## src/core/prio_regs.svh

```systemverilog
// Constants for the interrupt priority configuration bank.
// Assumes inclusion by bare name from the package and the design modules.
`ifndef PRIO_REGS_SVH
`define PRIO_REGS_SVH

// ----------------------------------------------------------------------------
// Register indices (byte address is four times the index)
// ----------------------------------------------------------------------------
`define IDX_BANK_ONE 3'h1
`define IDX_BANK_TWO 3'h2
`define IDX_BANK_THREE 3'h3
`define IDX_BANK_FOUR 3'h4
`define IDX_BANK_FIVE 3'h5
`define IDX_NONE 3'h0
`define BANK_COUNT 5
`define ADDR_WIDTH 8

// ----------------------------------------------------------------------------
// Reset values and writable masks (reserved bits are zero in the mask)
// ----------------------------------------------------------------------------
`define BANK_RESET 16'h0000
`define MASK_BANK_ONE 16'h003F
`define MASK_BANK_TWO 16'hFFCF
`define MASK_BANK_THREE 16'hFFFC
`define MASK_BANK_FOUR 16'hFC3F
`define MASK_BANK_FIVE 16'hFF3F
`define READ_UNMAPPED 16'h0000
`define READ_PAD 16'h0000
`define CODE_DISABLED 2'h0

// ----------------------------------------------------------------------------
// Field positions (low bit of each 2-bit field)
// ----------------------------------------------------------------------------
`define POS_DEBUG_RX_FULL 4
`define POS_DEBUG_TX_EMPTY 2
`define POS_TRACE_BUFFER 0
`define POS_FLASH_BUFFERS_EMPTY 14
`define POS_FLASH_CMD_DONE 12
`define POS_FLASH_FAULT 10
`define POS_PLL_SYNC_LOSS 8
`define POS_BROWNOUT 6
`define POS_EXT_LINE_B 2
`define POS_EXT_LINE_A 0
`define POS_PORT_D 14
`define POS_PORT_E 12
`define POS_PORT_F 10
`define POS_CAN_MESSAGE_BUFFER 8
`define POS_CAN_WAKE 6
`define POS_CAN_FAULT 4
`define POS_CAN_BUSOFF 2
`define POS_SPI_ZERO_RX_FULL 14
`define POS_SPI_ONE_TX_EMPTY 12
`define POS_SPI_ONE_RX_FULL 10
`define POS_PORT_A 4
`define POS_PORT_B 2
`define POS_PORT_C 0
`define POS_QUAD_ONE_INDEX 14
`define POS_QUAD_ONE_HOME 12
`define POS_SERIAL_ONE_RX_FULL 10
`define POS_SERIAL_ONE_RX_FAULT 8
`define POS_SERIAL_ONE_TX_IDLE 4
`define POS_SERIAL_ONE_TX_EMPTY 2
`define POS_SPI_ZERO_TX_EMPTY 0
`define DEBUG_SOURCES 3
`define PERIPH_SOURCES 27

`endif

```

## src/core/prio_pkg.sv

```systemverilog
// Types and shared decode functions for the priority configuration bank.
// Assumes prio_regs.svh is on the include path.
`include "prio_regs.svh"

package prio_pkg;

  // --------------------------------------------------------------------------
  // Types
  // --------------------------------------------------------------------------
  typedef logic [15:0] bank_t;
  typedef bank_t [`BANK_COUNT-1:0] bank_array_t;

  typedef struct packed {
    logic enabled;
    logic [1:0] level;
  } level_s;

  typedef enum logic [1:0] {
    BUS_IDLE = 2'b01,
    BUS_ACK = 2'b10
  } bus_state_e;

  // --------------------------------------------------------------------------
  // Functions
  // --------------------------------------------------------------------------
  // Debug sources: code equals level, 00 means disabled
  function automatic level_s decode_debug(input logic [1:0] code);
    level_s r;
    r.enabled = (code != `CODE_DISABLED);
    r.level = code;
    return r;
  endfunction : decode_debug

  // Peripheral sources: level is one below the code, so level 3 is unreachable
  function automatic level_s decode_periph(input logic [1:0] code);
    level_s r;
    r.enabled = (code != `CODE_DISABLED);
    r.level = (code == `CODE_DISABLED) ? 2'h0 : 2'(code - 2'h1);
    return r;
  endfunction : decode_periph

  // Byte address to register index, IDX_NONE when unmapped or misaligned
  function automatic logic [2:0] index_of(input logic [`ADDR_WIDTH-1:0] addr);
    logic [2:0] r;
    r = `IDX_NONE;
    if ((addr[1:0] == 2'h0) && (addr[7:5] == 3'h0) && (addr[4:2] >= `IDX_BANK_ONE) &&
        (addr[4:2] <= `IDX_BANK_FIVE)) begin
      r = addr[4:2];
    end
    return r;
  endfunction : index_of

  // Writable bits of each register
  function automatic bank_t mask_of(input logic [2:0] idx);
    bank_t r;
    case (idx)
      `IDX_BANK_ONE: r = `MASK_BANK_ONE;
      `IDX_BANK_TWO: r = `MASK_BANK_TWO;
      `IDX_BANK_THREE: r = `MASK_BANK_THREE;
      `IDX_BANK_FOUR: r = `MASK_BANK_FOUR;
      `IDX_BANK_FIVE: r = `MASK_BANK_FIVE;
      default: r = 16'h0000;
    endcase
    return r;
  endfunction : mask_of

endpackage : prio_pkg

```

## src/core/interrupt_priority_config_bank.sv

```systemverilog
// Interrupt priority configuration bank: five priority registers on Avalon-MM,
// with per-source decoded enable and level for the arbitration logic.
// Assumes a single 200 MHz clock, synchronous inputs and one bus master.
`timescale 1ns/10ps
`include "prio_regs.svh"

module interrupt_priority_config_bank (
  input wire logic CLOCK,
  input wire logic RST_N,
  input wire logic CE,
  input wire logic [`ADDR_WIDTH-1:0] ADDRESS,
  input wire logic READ,
  input wire logic WRITE,
  input wire logic [31:0] WRITEDATA,
  input wire logic [3:0] BYTEENABLE,
  output logic [31:0] READDATA,
  output logic WAITREQUEST,
  output prio_pkg::level_s [`DEBUG_SOURCES-1:0] DEBUG_LEVELS,
  output prio_pkg::level_s [`PERIPH_SOURCES-1:0] PERIPH_LEVELS
);

  // --------------------------------------------------------------------------
  // Bus slave state
  // --------------------------------------------------------------------------
  prio_pkg::bus_state_e state;
  prio_pkg::bus_state_e next_state;
  logic next_waitrequest;
  logic [2:0] req_idx;
  logic store_wr;
  logic store_rd;
  logic [15:0] lanes;
  prio_pkg::bank_t rd_word;
  prio_pkg::bank_array_t banks;
  prio_pkg::bank_array_t next_banks;

  // Index of the current request, unmapped addresses give IDX_NONE
  assign req_idx = prio_pkg::index_of(ADDRESS);

  // Byte enables to a bit strobe; lanes 2 and 3 carry no register bits
  assign lanes = {{8{BYTEENABLE[1]}}, {8{BYTEENABLE[0]}}};

  // Every access costs one wait cycle: the read word is registered in the store,
  // which keeps the read path short at 200 MHz at the cost of one cycle per access
  always_comb begin
    next_state = state;
    store_wr = 1'b0;
    store_rd = 1'b0;
    case (state)
      prio_pkg::BUS_IDLE: begin
        if (READ || WRITE) begin
          next_state = prio_pkg::BUS_ACK;
          store_rd = READ;
        end
      end
      prio_pkg::BUS_ACK: begin
        // The master samples waitrequest low at this edge; the write lands here
        next_state = prio_pkg::BUS_IDLE;
        store_wr = WRITE;
      end
      default: begin
        next_state = prio_pkg::BUS_IDLE;
      end
    endcase
    next_waitrequest = (next_state != prio_pkg::BUS_ACK);
  end

  // Bus state registers
  always_ff @(posedge CLOCK) begin
    if (!RST_N) begin
      state <= prio_pkg::BUS_IDLE;
      WAITREQUEST <= 1'b1;
    end else if (CE) begin
      state <= next_state;
      WAITREQUEST <= next_waitrequest;
    end
  end

  // --------------------------------------------------------------------------
  // Register store
  // --------------------------------------------------------------------------
  // Holds the five banks, applies byte lanes and reserved masks
  prio_bank_store store (
    .clock(CLOCK),
    .rst_n(RST_N),
    .ce(CE),
    .wr_en(store_wr),
    .wr_idx(req_idx),
    .wr_data(WRITEDATA[15:0]),
    .wr_lanes(lanes),
    .rd_en(store_rd),
    .rd_idx(req_idx),
    .rd_data(rd_word),
    .banks(banks),
    .next_banks(next_banks)
  );

  // Registers are 16 bits wide; the upper half of the data word reads zero
  assign READDATA = {`READ_PAD, rd_word};

  // --------------------------------------------------------------------------
  // Field extraction
  // --------------------------------------------------------------------------
  prio_pkg::bank_t b_one;
  prio_pkg::bank_t b_two;
  prio_pkg::bank_t b_three;
  prio_pkg::bank_t b_four;
  prio_pkg::bank_t b_five;

  // Decoding works from the next bank values so that decoded outputs and the
  // stored fields change at the same edge, never a cycle apart
  assign b_one = next_banks[`IDX_BANK_ONE - 3'h1];
  assign b_two = next_banks[`IDX_BANK_TWO - 3'h1];
  assign b_three = next_banks[`IDX_BANK_THREE - 3'h1];
  assign b_four = next_banks[`IDX_BANK_FOUR - 3'h1];
  assign b_five = next_banks[`IDX_BANK_FIVE - 3'h1];

  // --------------------------------------------------------------------------
  // Bank one fields
  // --------------------------------------------------------------------------
  // Raw codes of the debug sources
  logic [1:0] debug_rx_full_level;
  logic [1:0] debug_tx_empty_level;
  logic [1:0] trace_buffer_level;

  // Bits 15-6 are reserved and feed no decoder
  assign debug_rx_full_level = b_one[`POS_DEBUG_RX_FULL +: 2];
  assign debug_tx_empty_level = b_one[`POS_DEBUG_TX_EMPTY +: 2];
  assign trace_buffer_level = b_one[`POS_TRACE_BUFFER +: 2];

  // --------------------------------------------------------------------------
  // Bank two fields
  // --------------------------------------------------------------------------
  // Raw codes of flash, PLL, brownout and external lines
  logic [1:0] flash_buffers_empty_level;
  logic [1:0] flash_cmd_done_level;
  logic [1:0] flash_fault_level;
  logic [1:0] pll_sync_loss_level;
  logic [1:0] brownout_level;
  logic [1:0] ext_line_b_level;
  logic [1:0] ext_line_a_level;

  // Bits 5-4 are reserved: the store masks them on write,
  // so a decoder there would only ever see 00
  assign flash_buffers_empty_level = b_two[`POS_FLASH_BUFFERS_EMPTY +: 2];
  assign flash_cmd_done_level = b_two[`POS_FLASH_CMD_DONE +: 2];
  assign flash_fault_level = b_two[`POS_FLASH_FAULT +: 2];
  assign pll_sync_loss_level = b_two[`POS_PLL_SYNC_LOSS +: 2];
  assign brownout_level = b_two[`POS_BROWNOUT +: 2];
  assign ext_line_b_level = b_two[`POS_EXT_LINE_B +: 2];
  assign ext_line_a_level = b_two[`POS_EXT_LINE_A +: 2];

  // --------------------------------------------------------------------------
  // Bank three fields
  // --------------------------------------------------------------------------
  // Raw codes of ports D to F and the CAN sources
  logic [1:0] port_d_level;
  logic [1:0] port_e_level;
  logic [1:0] port_f_level;
  logic [1:0] can_message_buffer_level;
  logic [1:0] can_wake_level;
  logic [1:0] can_fault_level;
  logic [1:0] can_busoff_level;

  // Bits 1-0 are reserved; bus-off is the lowest field and
  // the CAN group runs downward from the message buffer
  assign port_d_level = b_three[`POS_PORT_D +: 2];
  assign port_e_level = b_three[`POS_PORT_E +: 2];
  assign port_f_level = b_three[`POS_PORT_F +: 2];
  assign can_message_buffer_level = b_three[`POS_CAN_MESSAGE_BUFFER +: 2];
  assign can_wake_level = b_three[`POS_CAN_WAKE +: 2];
  assign can_fault_level = b_three[`POS_CAN_FAULT +: 2];
  assign can_busoff_level = b_three[`POS_CAN_BUSOFF +: 2];

  // --------------------------------------------------------------------------
  // Bank four fields
  // --------------------------------------------------------------------------
  // Raw codes of the SPI sources and ports A to C
  logic [1:0] spi_zero_rx_full_level;
  logic [1:0] spi_one_tx_empty_level;
  logic [1:0] spi_one_rx_full_level;
  logic [1:0] port_a_level;
  logic [1:0] port_b_level;
  logic [1:0] port_c_level;

  // Bits 9-6 are reserved; ports A to C sit in the low byte,
  // so software can set all three with one byte-lane write
  assign spi_zero_rx_full_level = b_four[`POS_SPI_ZERO_RX_FULL +: 2];
  assign spi_one_tx_empty_level = b_four[`POS_SPI_ONE_TX_EMPTY +: 2];
  assign spi_one_rx_full_level = b_four[`POS_SPI_ONE_RX_FULL +: 2];
  assign port_a_level = b_four[`POS_PORT_A +: 2];
  assign port_b_level = b_four[`POS_PORT_B +: 2];
  assign port_c_level = b_four[`POS_PORT_C +: 2];

  // --------------------------------------------------------------------------
  // Bank five fields
  // --------------------------------------------------------------------------
  // Raw codes of quadrature, serial and SPI0 transmit sources
  logic [1:0] quad_one_index_level;
  logic [1:0] quad_one_home_level;
  logic [1:0] serial_one_rx_full_level;
  logic [1:0] serial_one_rx_fault_level;
  logic [1:0] serial_one_tx_idle_level;
  logic [1:0] serial_one_tx_empty_level;
  logic [1:0] spi_zero_tx_empty_level;

  // Bits 7-6 read zero; the serial fields straddle them,
  // receive fields above and transmit fields below
  assign quad_one_index_level = b_five[`POS_QUAD_ONE_INDEX +: 2];
  assign quad_one_home_level = b_five[`POS_QUAD_ONE_HOME +: 2];
  assign serial_one_rx_full_level = b_five[`POS_SERIAL_ONE_RX_FULL +: 2];
  assign serial_one_rx_fault_level = b_five[`POS_SERIAL_ONE_RX_FAULT +: 2];
  assign serial_one_tx_idle_level = b_five[`POS_SERIAL_ONE_TX_IDLE +: 2];
  assign serial_one_tx_empty_level = b_five[`POS_SERIAL_ONE_TX_EMPTY +: 2];
  assign spi_zero_tx_empty_level = b_five[`POS_SPI_ZERO_TX_EMPTY +: 2];

  // --------------------------------------------------------------------------
  // Decode
  // --------------------------------------------------------------------------
  // Decoded enable and level per source, ahead of the output registers
  prio_pkg::level_s [`DEBUG_SOURCES-1:0] next_debug;
  prio_pkg::level_s [`PERIPH_SOURCES-1:0] next_periph;

  // Debug sources use the shifted-up level range 1 to 3;
  // peripherals top out at level 2, so only a debug source
  // can ever ask for level 3
  always_comb begin
    next_debug[0] = prio_pkg::decode_debug(debug_rx_full_level);
    next_debug[1] = prio_pkg::decode_debug(debug_tx_empty_level);
    next_debug[2] = prio_pkg::decode_debug(trace_buffer_level);
  end

  // Peripheral sources, bank two to bank five in descending bit order;
  // output order follows field order, so a software table can walk
  // the banks and the outputs side by side
  always_comb begin
    // Bank two: flash, PLL, brownout, external lines
    next_periph[0] = prio_pkg::decode_periph(flash_buffers_empty_level);
    next_periph[1] = prio_pkg::decode_periph(flash_cmd_done_level);
    next_periph[2] = prio_pkg::decode_periph(flash_fault_level);
    next_periph[3] = prio_pkg::decode_periph(pll_sync_loss_level);
    next_periph[4] = prio_pkg::decode_periph(brownout_level);
    next_periph[5] = prio_pkg::decode_periph(ext_line_b_level);
    next_periph[6] = prio_pkg::decode_periph(ext_line_a_level);

    // Bank three: ports D to F and the CAN sources
    next_periph[7] = prio_pkg::decode_periph(port_d_level);
    next_periph[8] = prio_pkg::decode_periph(port_e_level);
    next_periph[9] = prio_pkg::decode_periph(port_f_level);
    next_periph[10] = prio_pkg::decode_periph(can_message_buffer_level);
    next_periph[11] = prio_pkg::decode_periph(can_wake_level);
    next_periph[12] = prio_pkg::decode_periph(can_fault_level);
    next_periph[13] = prio_pkg::decode_periph(can_busoff_level);

    // Bank four: SPI sources and ports A to C
    next_periph[14] = prio_pkg::decode_periph(spi_zero_rx_full_level);
    next_periph[15] = prio_pkg::decode_periph(spi_one_tx_empty_level);
    next_periph[16] = prio_pkg::decode_periph(spi_one_rx_full_level);
    next_periph[17] = prio_pkg::decode_periph(port_a_level);
    next_periph[18] = prio_pkg::decode_periph(port_b_level);
    next_periph[19] = prio_pkg::decode_periph(port_c_level);

    // Bank five: quadrature, serial and SPI0 transmit sources
    next_periph[20] = prio_pkg::decode_periph(quad_one_index_level);
    next_periph[21] = prio_pkg::decode_periph(quad_one_home_level);
    next_periph[22] = prio_pkg::decode_periph(serial_one_rx_full_level);
    next_periph[23] = prio_pkg::decode_periph(serial_one_rx_fault_level);
    next_periph[24] = prio_pkg::decode_periph(serial_one_tx_idle_level);
    next_periph[25] = prio_pkg::decode_periph(serial_one_tx_empty_level);
    next_periph[26] = prio_pkg::decode_periph(spi_zero_tx_empty_level);
  end

  // --------------------------------------------------------------------------
  // Decoded output registers
  // --------------------------------------------------------------------------
  // The enabled bits double as the wake mask: the power controller must latch
  // them before clocks stop, since nothing here runs while the clock is off
  always_ff @(posedge CLOCK) begin
    if (!RST_N) begin
      DEBUG_LEVELS <= '0;
      PERIPH_LEVELS <= '0;
    end else if (CE) begin
      DEBUG_LEVELS <= next_debug;
      PERIPH_LEVELS <= next_periph;
    end
  end

endmodule : interrupt_priority_config_bank

```

## src/core/prio_bank_store.sv

```systemverilog
// Five-word store of priority registers with masked writes and registered reads.
// Assumes the caller presents at most one write and one read per cycle.
`timescale 1ns/10ps
`include "prio_regs.svh"

module prio_bank_store (
  input wire logic clock,
  input wire logic rst_n,
  input wire logic ce,
  input wire logic wr_en,
  input wire logic [2:0] wr_idx,
  input wire logic [15:0] wr_data,
  input wire logic [15:0] wr_lanes,
  input wire logic rd_en,
  input wire logic [2:0] rd_idx,
  output prio_pkg::bank_t rd_data,
  output prio_pkg::bank_array_t banks,
  output prio_pkg::bank_array_t next_banks
);

  // --------------------------------------------------------------------------
  // Next state
  // --------------------------------------------------------------------------
  prio_pkg::bank_t next_rd_data;
  prio_pkg::bank_t keep;

  // Reserved bits never take write data, so they stay at reset zero
  always_comb begin
    keep = wr_lanes & prio_pkg::mask_of(wr_idx);
    next_banks = banks;
    next_rd_data = rd_data;
    if (wr_en && (wr_idx != `IDX_NONE)) begin
      next_banks[wr_idx - 3'h1] = (banks[wr_idx - 3'h1] & ~keep) | (wr_data & keep);
    end
    if (rd_en) begin
      next_rd_data = (rd_idx == `IDX_NONE) ? `READ_UNMAPPED : banks[rd_idx - 3'h1];
    end
  end

  // --------------------------------------------------------------------------
  // Registers
  // --------------------------------------------------------------------------
  // Every field comes out of reset as 00, disabled
  always_ff @(posedge clock) begin
    if (!rst_n) begin
      banks <= {`BANK_COUNT{`BANK_RESET}};
      rd_data <= `READ_UNMAPPED;
    end else if (ce) begin
      banks <= next_banks;
      rd_data <= next_rd_data;
    end
  end

endmodule : prio_bank_store

```

## config.mk

```make
export PLATFORM = sky130hd
export DESIGN_NAME = interrupt_priority_config_bank
export DESIGN_NICKNAME = d
export VERILOG_FILES = /design/src/core/prio_pkg.sv /design/src/core/interrupt_priority_config_bank.sv /design/src/core/prio_bank_store.sv
export VERILOG_INCLUDE_DIRS = /design/src /design/src/core
export SDC_FILE = /design/constraint.sdc
export NUM_CORES = 1
export LEC_CHECK = 0
export BUFFER_PORTS_ARGS = -buffer_cell sky130_fd_sc_hd__buf_2
export CORE_MARGIN = 4
export CORE_UTILIZATION = 50
export DETAILED_ROUTE_END_ITERATION = 10
export HOLD_SLACK_MARGIN = 0.06
export PLACE_DENSITY = 0.69
export REMOVE_ABC_BUFFERS = 1
export SLEW_MARGIN = 20
export SYNTH_ARGS = -nofsm -noshare
export SYNTH_HDL_FRONTEND = slang
export SYNTH_SLANG_ARGS = --single-unit
```

## constraint.sdc

```tcl
create_clock -name CLOCK -period 4.57 [get_ports CLOCK]
set_input_delay 0.2285 -clock CLOCK [delete_from_list [all_inputs] [get_ports CLOCK]]
set_output_delay 0.2285 -clock CLOCK [all_outputs]
set_load 0.05 [all_outputs]
```

[After elaboration in Yosys (flattened, before gate mapping)]
Index checks and enable logic that the tools add are counted.
Storage, ports and cells
  output and inout bits: 123
  flip-flop bits (word level): 189
  bits of input ports: 49
  word-level logic and storage cells: 228
Operators by class
  reduce and logical (&&, ||, !) cells: 69
  eq/ne operators: 8
  order comparisons: 4
  $add $sub $neg: 28
  mux-type cells: 41
  bitwise logic cells: 5
Operator list (count)
  $bwmux 80: 1
  $mux 80: 1
  $pmux 16 s5: 1
  $reduce_bool 2->1: 30
  $mux 2: 29
  $logic_not 2->1: 28
  $sub 2x1->2 const B: 27
  $and 16x16->16: 3
  $bmux 16 s3: 1
  $demux 16 s3: 1
  $mux 16: 3
  $not 16->16: 1
  $or 16x16->16: 1
  $eq 3x2->1 const B: 2
  $eq 3x3->1 const B: 2
  $ge 3x1->1 const B: 2
  $logic_not 3->1: 2
  $logic_and 1x1->1: 5
  $lt 3x4->1 const B: 1
  $reduce_and 2->1: 2
  $eq 3x1->1 const B: 1
  $le 3x3->1 const B: 1
  $mux 1: 3
  $mux 3: 1
  other kinds (6): 6

[Longest topological paths before layout]
Gate-level depths: netlist of run 1.
  depth in word-level cells: 15
  mapped depth: 16
  gate-level depth less buffers: 11

[By module]
From an unflattened synthesis of run 1, not the netlist that was laid out.
Unflattened totals
  cell total of the unflattened synthesis: 1108
  area, all modules: 9758.1 µm²
Modules (own cells, without submodules)
  prio_bank_store: area an instance 5909.4 µm², sequential area each 1921.8 µm², cells each 688, instances 1
  interrupt_priority_config_bank: area an instance 3848.7 µm², sequential area each 1861.8 µm², cells each 420, instances 1

[Least setup slack after synthesis of run 1]
Ideal clock, no wire load.
  path type: in2reg
  start: input port ADDRESS[6]
  end: register PERIPH_LEVELS[30] in the netlist's numbering
  setup time: 0.070 ns
  path slack: 0.850 ns
  buffers on the path: 4
  data required time: 4.500 ns
  arrival time: 3.650 ns
  stages on the path: 15
  path through: or4_4 -> nor3_2 -> inv_2 -> buf_6 -> ha_1 -> ha_1 -> buf_2 -> and2_1 -> clkbuf_1 -> buf_2 -> nand4_1 -> or4_1 -> o211ai_1 -> o211ai_1 -> a21oi_1
On the way
  longest elaborated chain between the ends: 15
  elaborated cells between the ends (all ways): 31
  classes of those cells: add/sub: 2; order compare: 2; eq/ne: 5; mux: 9; bitwise: 5; reduce/logical: 8
Ends and longest elaborated chain
  start: declaration: RTL line interrupt_priority_config_bank.sv:11  | input wire logic [`ADDR_WIDTH-1:0] ADDRESS,
  $logic_not 3->1 *: RTL line prio_pkg.sv:46  | if ((addr[1:0] == 2'h0) && (addr[7:5] == 3'h0) && (addr[4:2] >= `IDX_BANK_ONE) &&
  $logic_and 1x1->1 * (3 in series): RTL line prio_pkg.sv:46
  $mux 3 *: RTL line prio_pkg.sv:46
  branches (longest 7 deep; another with $lt 3x4->1)
  $mux 80 *: RTL line prio_bank_store.sv:32  | if (wr_en && (wr_idx != `IDX_NONE)) begin
  $sub 2x1->2 or $logic_not 2->1 (tied branches)
  $mux 2 *: RTL line prio_pkg.sv:38  | r.level = (code == `CODE_DISABLED) ? 2'h0 : 2'(code - 2'h1);
  end signal: assignment: RTL line interrupt_priority_config_bank.sv:283  | PERIPH_LEVELS <= next_periph;
  end: declaration: RTL line interrupt_priority_config_bank.sv:19  | output prio_pkg::level_s [`PERIPH_SOURCES-1:0] PERIPH_LEVELS
Every way passes the cells marked *. The select of a mux whose other input is x is not followed.
A chain may end at the register's enable or synchronous reset.

[Worst setup path in the final report of run 1]
  start: input port ADDRESS[6]
  end: register PERIPH_LEVELS[51] in the netlist's numbering
The elaborated chain is that of the path after synthesis.

==> flow_summary.toml, run 1 <==
[setup_path]
endpoint_kind = "register"
r2r-start = "state[0]$_SDFFE_PN1P_"
critPathMaxStageDelay_ns = 0.67
rr_endpoint = "PERIPH_LEVELS[27]$_SDFFE_PN0P_"
cp_slowest_cell = "or4_4"
reg2regPathDepth = 7
crit_arrival_ns = 3.97
cp_max_fo = 12
crit_top_cell = "ha_1"
cp_cell_sequence = "buf_2 -> or4_4 -> nor2_1 -> nand3b_1 -> ha_1 -> ha_1 -> and2_1 -> buf_4 -> o2bb2ai_1 -> o22ai_1 -> a2bb2oi_1 -> mux2i_1 -> a22o_1"
rrSetupSlack_ns = 2.16
worstPathRequired_ns = 4.90
critical_path_class = "input port to register"
worstSetupStartpointType = "input port"

[clock_network]
cts_root_buf = "clkbuf_16"
cts_buffer_depth = 2
postCtsResizedCells = 0
htreeDepth = 4
cts.reportedPaths.clkPinSlew_ns = 0.06
postCtsHoldBufs = 0
tritoncts = "built"
postCtsSetupRepairBufs = 0
clk_latency_ns = 0.44
cts_sinks = 183
numCtsBuffers = 17

[grt]
grt_pass1_vias = 7723
grt_pass1_wl_microns = 44300
gr-usage-met3 = 0.0646
global_route.usage.met2 = 0.431
antenna_found_initial = 0
met1_usage = 0.381
grt_usage = 0.280
overflow = 0
grt_max_degree = 58
grt_busiest_layer = "met2"

[synthesis]
synth_area_per_cell_sq_um = 8.68
synth_common_cells = "183 x dfxtp_1, 155 x nand2_1, 90 x nor2_1"
synth_ff_type = "dfxtp_1"
synth.most_common_cell = "dfxtp_1"
ys_warn_count = 0
synth_area_leader_cell = "dfxtp_1"
ys_async_sr_fraction = 0
ys_ff_latch = 183
netlist_instances = 1048
ys_seq_area_frac = 0.403
netlist.area_leader.share = 0.403
synth.distinct_cells = 82
synth_area_leaders = "dfxtp_1 40%, nand2_1 6.4%, mux2i_1 6.3%, a21oi_1 3.9%, nor2_1 3.7%"
synth_edf_count = 0
synth_area_sq_um = 9090

[timing]
fin_hold_ws_ns = 0.227
timing.fmax_mhz = 274
drv_slew = 0
tightest_slew_ns = 0.975
rsz0062_at_grt = "false"
finalCritPeriodShare = 0.798
setup_viol = 0
period_minus_slack_ns = 3.65
fin_ws_ns = 0.925
skew_ns = 0.00965
slew_headroom = 0.346
setup-tns-final_ns = 0
hold_viol = 0

[floorplan]
std_cell_rows = 49
io_pins = 172
die-width_microns = 143
coreArea_sq_um = 17900
initial_core_util = 0.508
die_area_sq_um = 20400
die_h_microns = 143

[job]
max_cap_viol_count = 0

[detailed_routing]
drt_first_iter_violations = 823
dr.pass1.iters = 5
viasPerCell = 6.02
drt-total-wl_microns = 28700
ant_nets = 0
post_drt_wl_per_cell_microns = 20.3
drcViolationCount = 0
vias = 8505

[layout]
antenna_cells = 0
area_growth_pct = 16.9
final_cells = 1412
fin_util = 0.594
fin_nets = 1226
final_layout_size_suffix_gt1_frac = 0.234

[placement]
hpwlAfterDp_microns = 20200
pre_cts_ws_ns = 0.520
place_inst = 1381
place_congestion = 0.974
io_buffers = 137

[status]
outcome = "completed"

[min_path]
hold_path.class = "input port to register"
holdPathEnd = "PERIPH_LEVELS[71]$_SDFFE_PN0P_"
hold_path_depth = 3
hold_start = "WRITEDATA[8]"

[power_and_ir_drop]
ir_worst_vdd_mv = 0.259
power_density_nw_per_um2 = 327
power_leakage_nw = 4.18
## cell type report
class                      count  area [sq um]
fill                        1625          7270
tap                          229           287
inverter                      16          60.1
sequential                   183          3660
multi-input combinational    770          4960
clock buffer                  20           457
timing repair buffer         183          1030
clock inverter                11           171
## placed cells by master, fill, tap and decap left out, types with 7 or more instances in the layout
cell | Yosys | final
buf_4 | 23 | 46
o21ai_0 | 59 | 59
nand2_1 | 155 | 155
inv_1 | 15 | 14
a21o_1 | 9 | 9
nand3_1 | 19 | 19
and2_1 | 7 | 7
nor2_1 | 90 | 89
conb_1 | 1 | 16
a22oi_1 | 15 | 15
mux2_2 | 29 | 29
a211oi_1 | 19 | 19
o31ai_1 | 21 | 21
nor3_1 | 10 | 10
a21oi_1 | 70 | 70
o21ai_1 | 8 | 8
dfxtp_1 | 183 | 183
mux2i_1 | 57 | 57
a31oi_1 | 17 | 17
a2bb2oi_1 | 8 | 8
nor2b_1 | 13 | 13
o21a_1 | 8 | 8
o211ai_1 | 13 | 13
clkbuf_16 | 0 | 17
buf_2 | 18 | 137
o2bb2ai_1 | 7 | 7
a32o_1 | 11 | 11
a22o_1 | 10 | 10
## cells by family (layout without fill, tap and decap cells)
group | after synthesis | in the layout | share of synthesized area
and+or+nand+nor | 336 | 336 | 0.173
AOI/OAI and AO/OA | 320 | 320 | 0.244
DFF | 183 | 183 | 0.403
buffers and inverters | 110 | 230 | 0.0607
muxes | 92 | 92 | 0.111
adders and majority gates | 6 | 6 | 0.00826
other | 1 | 16 | 0.000412
## power by group
part | switching, W | total [W] | internal (W)
Clock | 0.000638 | 0.00158 | 0.000944
Combinational | 0.000207 | 0.000267 | 0.0000602
Sequential | 0.0000107 | 0.00162 | 0.00161
## worst max-delay path, delay by kind of cell
kind	cells	cell delay [ns]
simple gates	4	1.32
compound gates	4	1.17
fa+ha+maj	2	0.63
buf+inv	2	0.36
mux	1	0.25
## metal layers
metal  share of wire  vias to the layer above
li1                -                     4022
met1            0.44                     4061
met2            0.44                      357
met3           0.085                       65
met4           0.034                        0
met5               0                        -
## how the worst max path moves through the flow
stage               cells after the start       start                        endpoint  slack (ns)
global route                           13  ADDRESS[6]  PERIPH_LEVELS[51]$_SDFFE_PN0P_        0.67
global placement                       13  ADDRESS[6]  PERIPH_LEVELS[51]$_SDFFE_PN0P_        0.56
finish                                 13  ADDRESS[6]  PERIPH_LEVELS[51]$_SDFFE_PN0P_        0.92
CTS                                    13  ADDRESS[6]  PERIPH_LEVELS[51]$_SDFFE_PN0P_        0.97
detailed placement                     13  ADDRESS[6]  PERIPH_LEVELS[51]$_SDFFE_PN0P_        0.52
floorplan                              10  ADDRESS[6]                        register       -1.45
## per-stage QoR
step                      power (W)  area (sq um)
final                       0.00347         10600
after global routing        0.00357         10600
after CTS                   0.00347         10600
after detailed placement    0.00192         10000
after global placement      0.00192         10000
after floorplan             0.00182          8660
Power figures use the tool's default switching activity.
==> run 2: changes to the inputs <==
==> constraint.sdc (replaced) <==
create_clock -name CLOCK -period 3.6 [get_ports CLOCK]
set_input_delay 0.18 -clock CLOCK [delete_from_list [all_inputs] [get_ports CLOCK]]
set_output_delay 0.18 -clock CLOCK [all_outputs]
set_load 0.05 [all_outputs]
==> run 2 against run 1 <==
Compared with the run above: sequential share of layout area is 1.3 points lower; global-route usage is 0.45 points higher; setup slack worse by 0.45 ns; final cell count is 3.3% higher; clock skew is 0.0023 ns lower; critical path type unchanged; critical endpoint is now PERIPH_LEVELS[69]$_SDFFE_PN0P_.
==> flow_summary.toml, run 2 (synthesis gave the netlist of run 1 again) <==
[floorplan]
die-width_microns = 143
die_h_microns = 143
initial_core_util = 0.508
coreArea_sq_um = 17900
std_cell_rows = 49
die_area_sq_um = 20400
io_pins = 172

[grt]
grt_pass1_vias = 7996
grt_max_degree = 55
antenna_found_initial = 0
grt_pass1_wl_microns = 45300
overflow = 0
grt_usage = 0.284

[detailed_routing]
dr.pass1.iters = 5
drt-total-wl_microns = 29200
viasPerCell = 5.93
vias = 8639
ant_nets = 0
drcViolationCount = 0
post_drt_wl_per_cell_microns = 20.0
drt_first_iter_violations = 771

[placement]
place_congestion = 0.961
post_dp_cell_area_sq_um = 10500
place_inst = 1426
hpwlAfterDp_microns = 21200
io_buffers = 137

[job]
max_cap_viol_count = 0

[clock_network]
postCtsResizedCells = 0
clk_latency_ns = 0.43
numCtsBuffers = 17
tritoncts = "built"
cts.reportedPaths.clkPinSlew_ns = 0.07
postCtsHoldBufs = 0
cts_root_buf = "clkbuf_16"
cts_sinks = 183
htreeDepth = 4
cts_buffer_depth = 2
postCtsSetupRepairBufs = 0

[timing]
setup-tns-final_ns = 0
skew_ns = 0.00735
rsz0062_at_grt = "false"
tightest_slew_ns = 0.948
setup_viol = 0
finalCritPeriodShare = 0.867
hold_viol = 0
timing.fmax_mhz = 320
period_minus_slack_ns = 3.12
drv_slew = 0
slew_headroom = 0.366

[setup_path]
reg2regPathDepth = 7
cp_max_fo = 7
crit_arrival_ns = 3.45
worstPathRequired_ns = 3.93
critPathTopFamily = "simple AND/OR/NAND/NOR gates"
critPathMaxStageDelay_ns = 0.57
cp.depth = 13
worstSetupStartpointType = "input port"
cp_slowest_cell = "or4_1"
critical_path_class = "input port to register"
cp_cell_sequence = "buf_2 -> or4_4 -> nor2_1 -> nand3b_1 -> ha_1 -> ha_1 -> nor4bb_1 -> buf_4 -> nand3_1 -> or4_1 -> mux2i_1 -> nor2_1 -> a22o_1"
endpoint_kind = "register"
critPathBufInv = 2

[layout]
final_common_cell = "dfxtp_1"
fin_nets = 1271
n_fill_cell = 1621
layout_common_cells = "183 x dfxtp_1, 155 x nand2_1, 137 x buf_2"
final_area_sq_um = 11000
area_growth_pct = 21.5
final_cells = 1458
antenna_cells = 0
final_layout_size_suffix_gt1_frac = 0.263

[min_path]
hold_path.class = "input port to register"
hold_path_depth = 3

[power_and_ir_drop]
power_density_nw_per_um2 = 391
ir_worst_vdd_mv = 0.345
power_leakage_nw = 4.42

[status]
outcome = "completed"
run 2: tightest hold or removal path: cells and delay by family:
kind,cells,cell delay (ns)
buf+inv,1,0.14
simple gates,1,0.10
compound gates,1,0.07
run 2: final timing paths:
| check | from | end | slack (ns) |
|---|---|---|---|
| max | ADDRESS[6] | PERIPH_LEVELS[69]$_SDFFE_PN0P_ | 0.48 |
| max reg2reg | state[0]$_SDFFE_PN1P_ | PERIPH_LEVELS[69]$_SDFFE_PN0P_ | 1.34 |
| min reg2reg | PERIPH_LEVELS[55]$_SDFFE_PN0P_ | PERIPH_LEVELS[55]$_SDFFE_PN0P_ | 0.45 |
| min | CE | WAITREQUEST$_SDFFE_PN1P_ | 0.10 |
run 2: area by class of cell:
cell class                 instances  area, sq um  share of cell area
clock buffer                      20          457              0.0413
clock inverter                    12          141              0.0128
inverter                          16         60.1             0.00544
multi-input combinational        770         4960               0.449
sequential                       183         3660               0.332
tap                              229          287              0.0259
timing repair buffer             228         1480               0.134
run 2: power breakdown:
group          switching [W]  internal [W]  total (W)
sequential         0.0000131       0.00205    0.00206
clock               0.000833       0.00107    0.00190
combinational       0.000266     0.0000867   0.000353
total                0.00111       0.00320    0.00432
run 2: per-layer routing:
layer | global-route usage | up-vias | routed length [microns]
met4 | 0.0960 | 0 | 684
met3 | 0.0492 | 53 | 2130
met2 | 0.453 | 369 | 13400
met1 | 0.392 | 4112 | 13000
met5 | 0 | - | 0
li1 | - | 4105 | -
run 2: stage by stage:
stage / utilization / total power (W) / hold slack [ns] / setup WS, ns
CTS: 0.617 / 0.00433 / 0.102 / 0.511
global route: 0.617 / 0.00444 / 0.118 / 0.327
finish: 0.617 / 0.00432 / 0.102 / 0.478
global placement: 0.584 / 0.00245 / 0.433 / 0.105
detailed placement: 0.584 / 0.00246 / 0.437 / 0.0823
floorplan: - / 0.00231 / 0.256 / -2.37
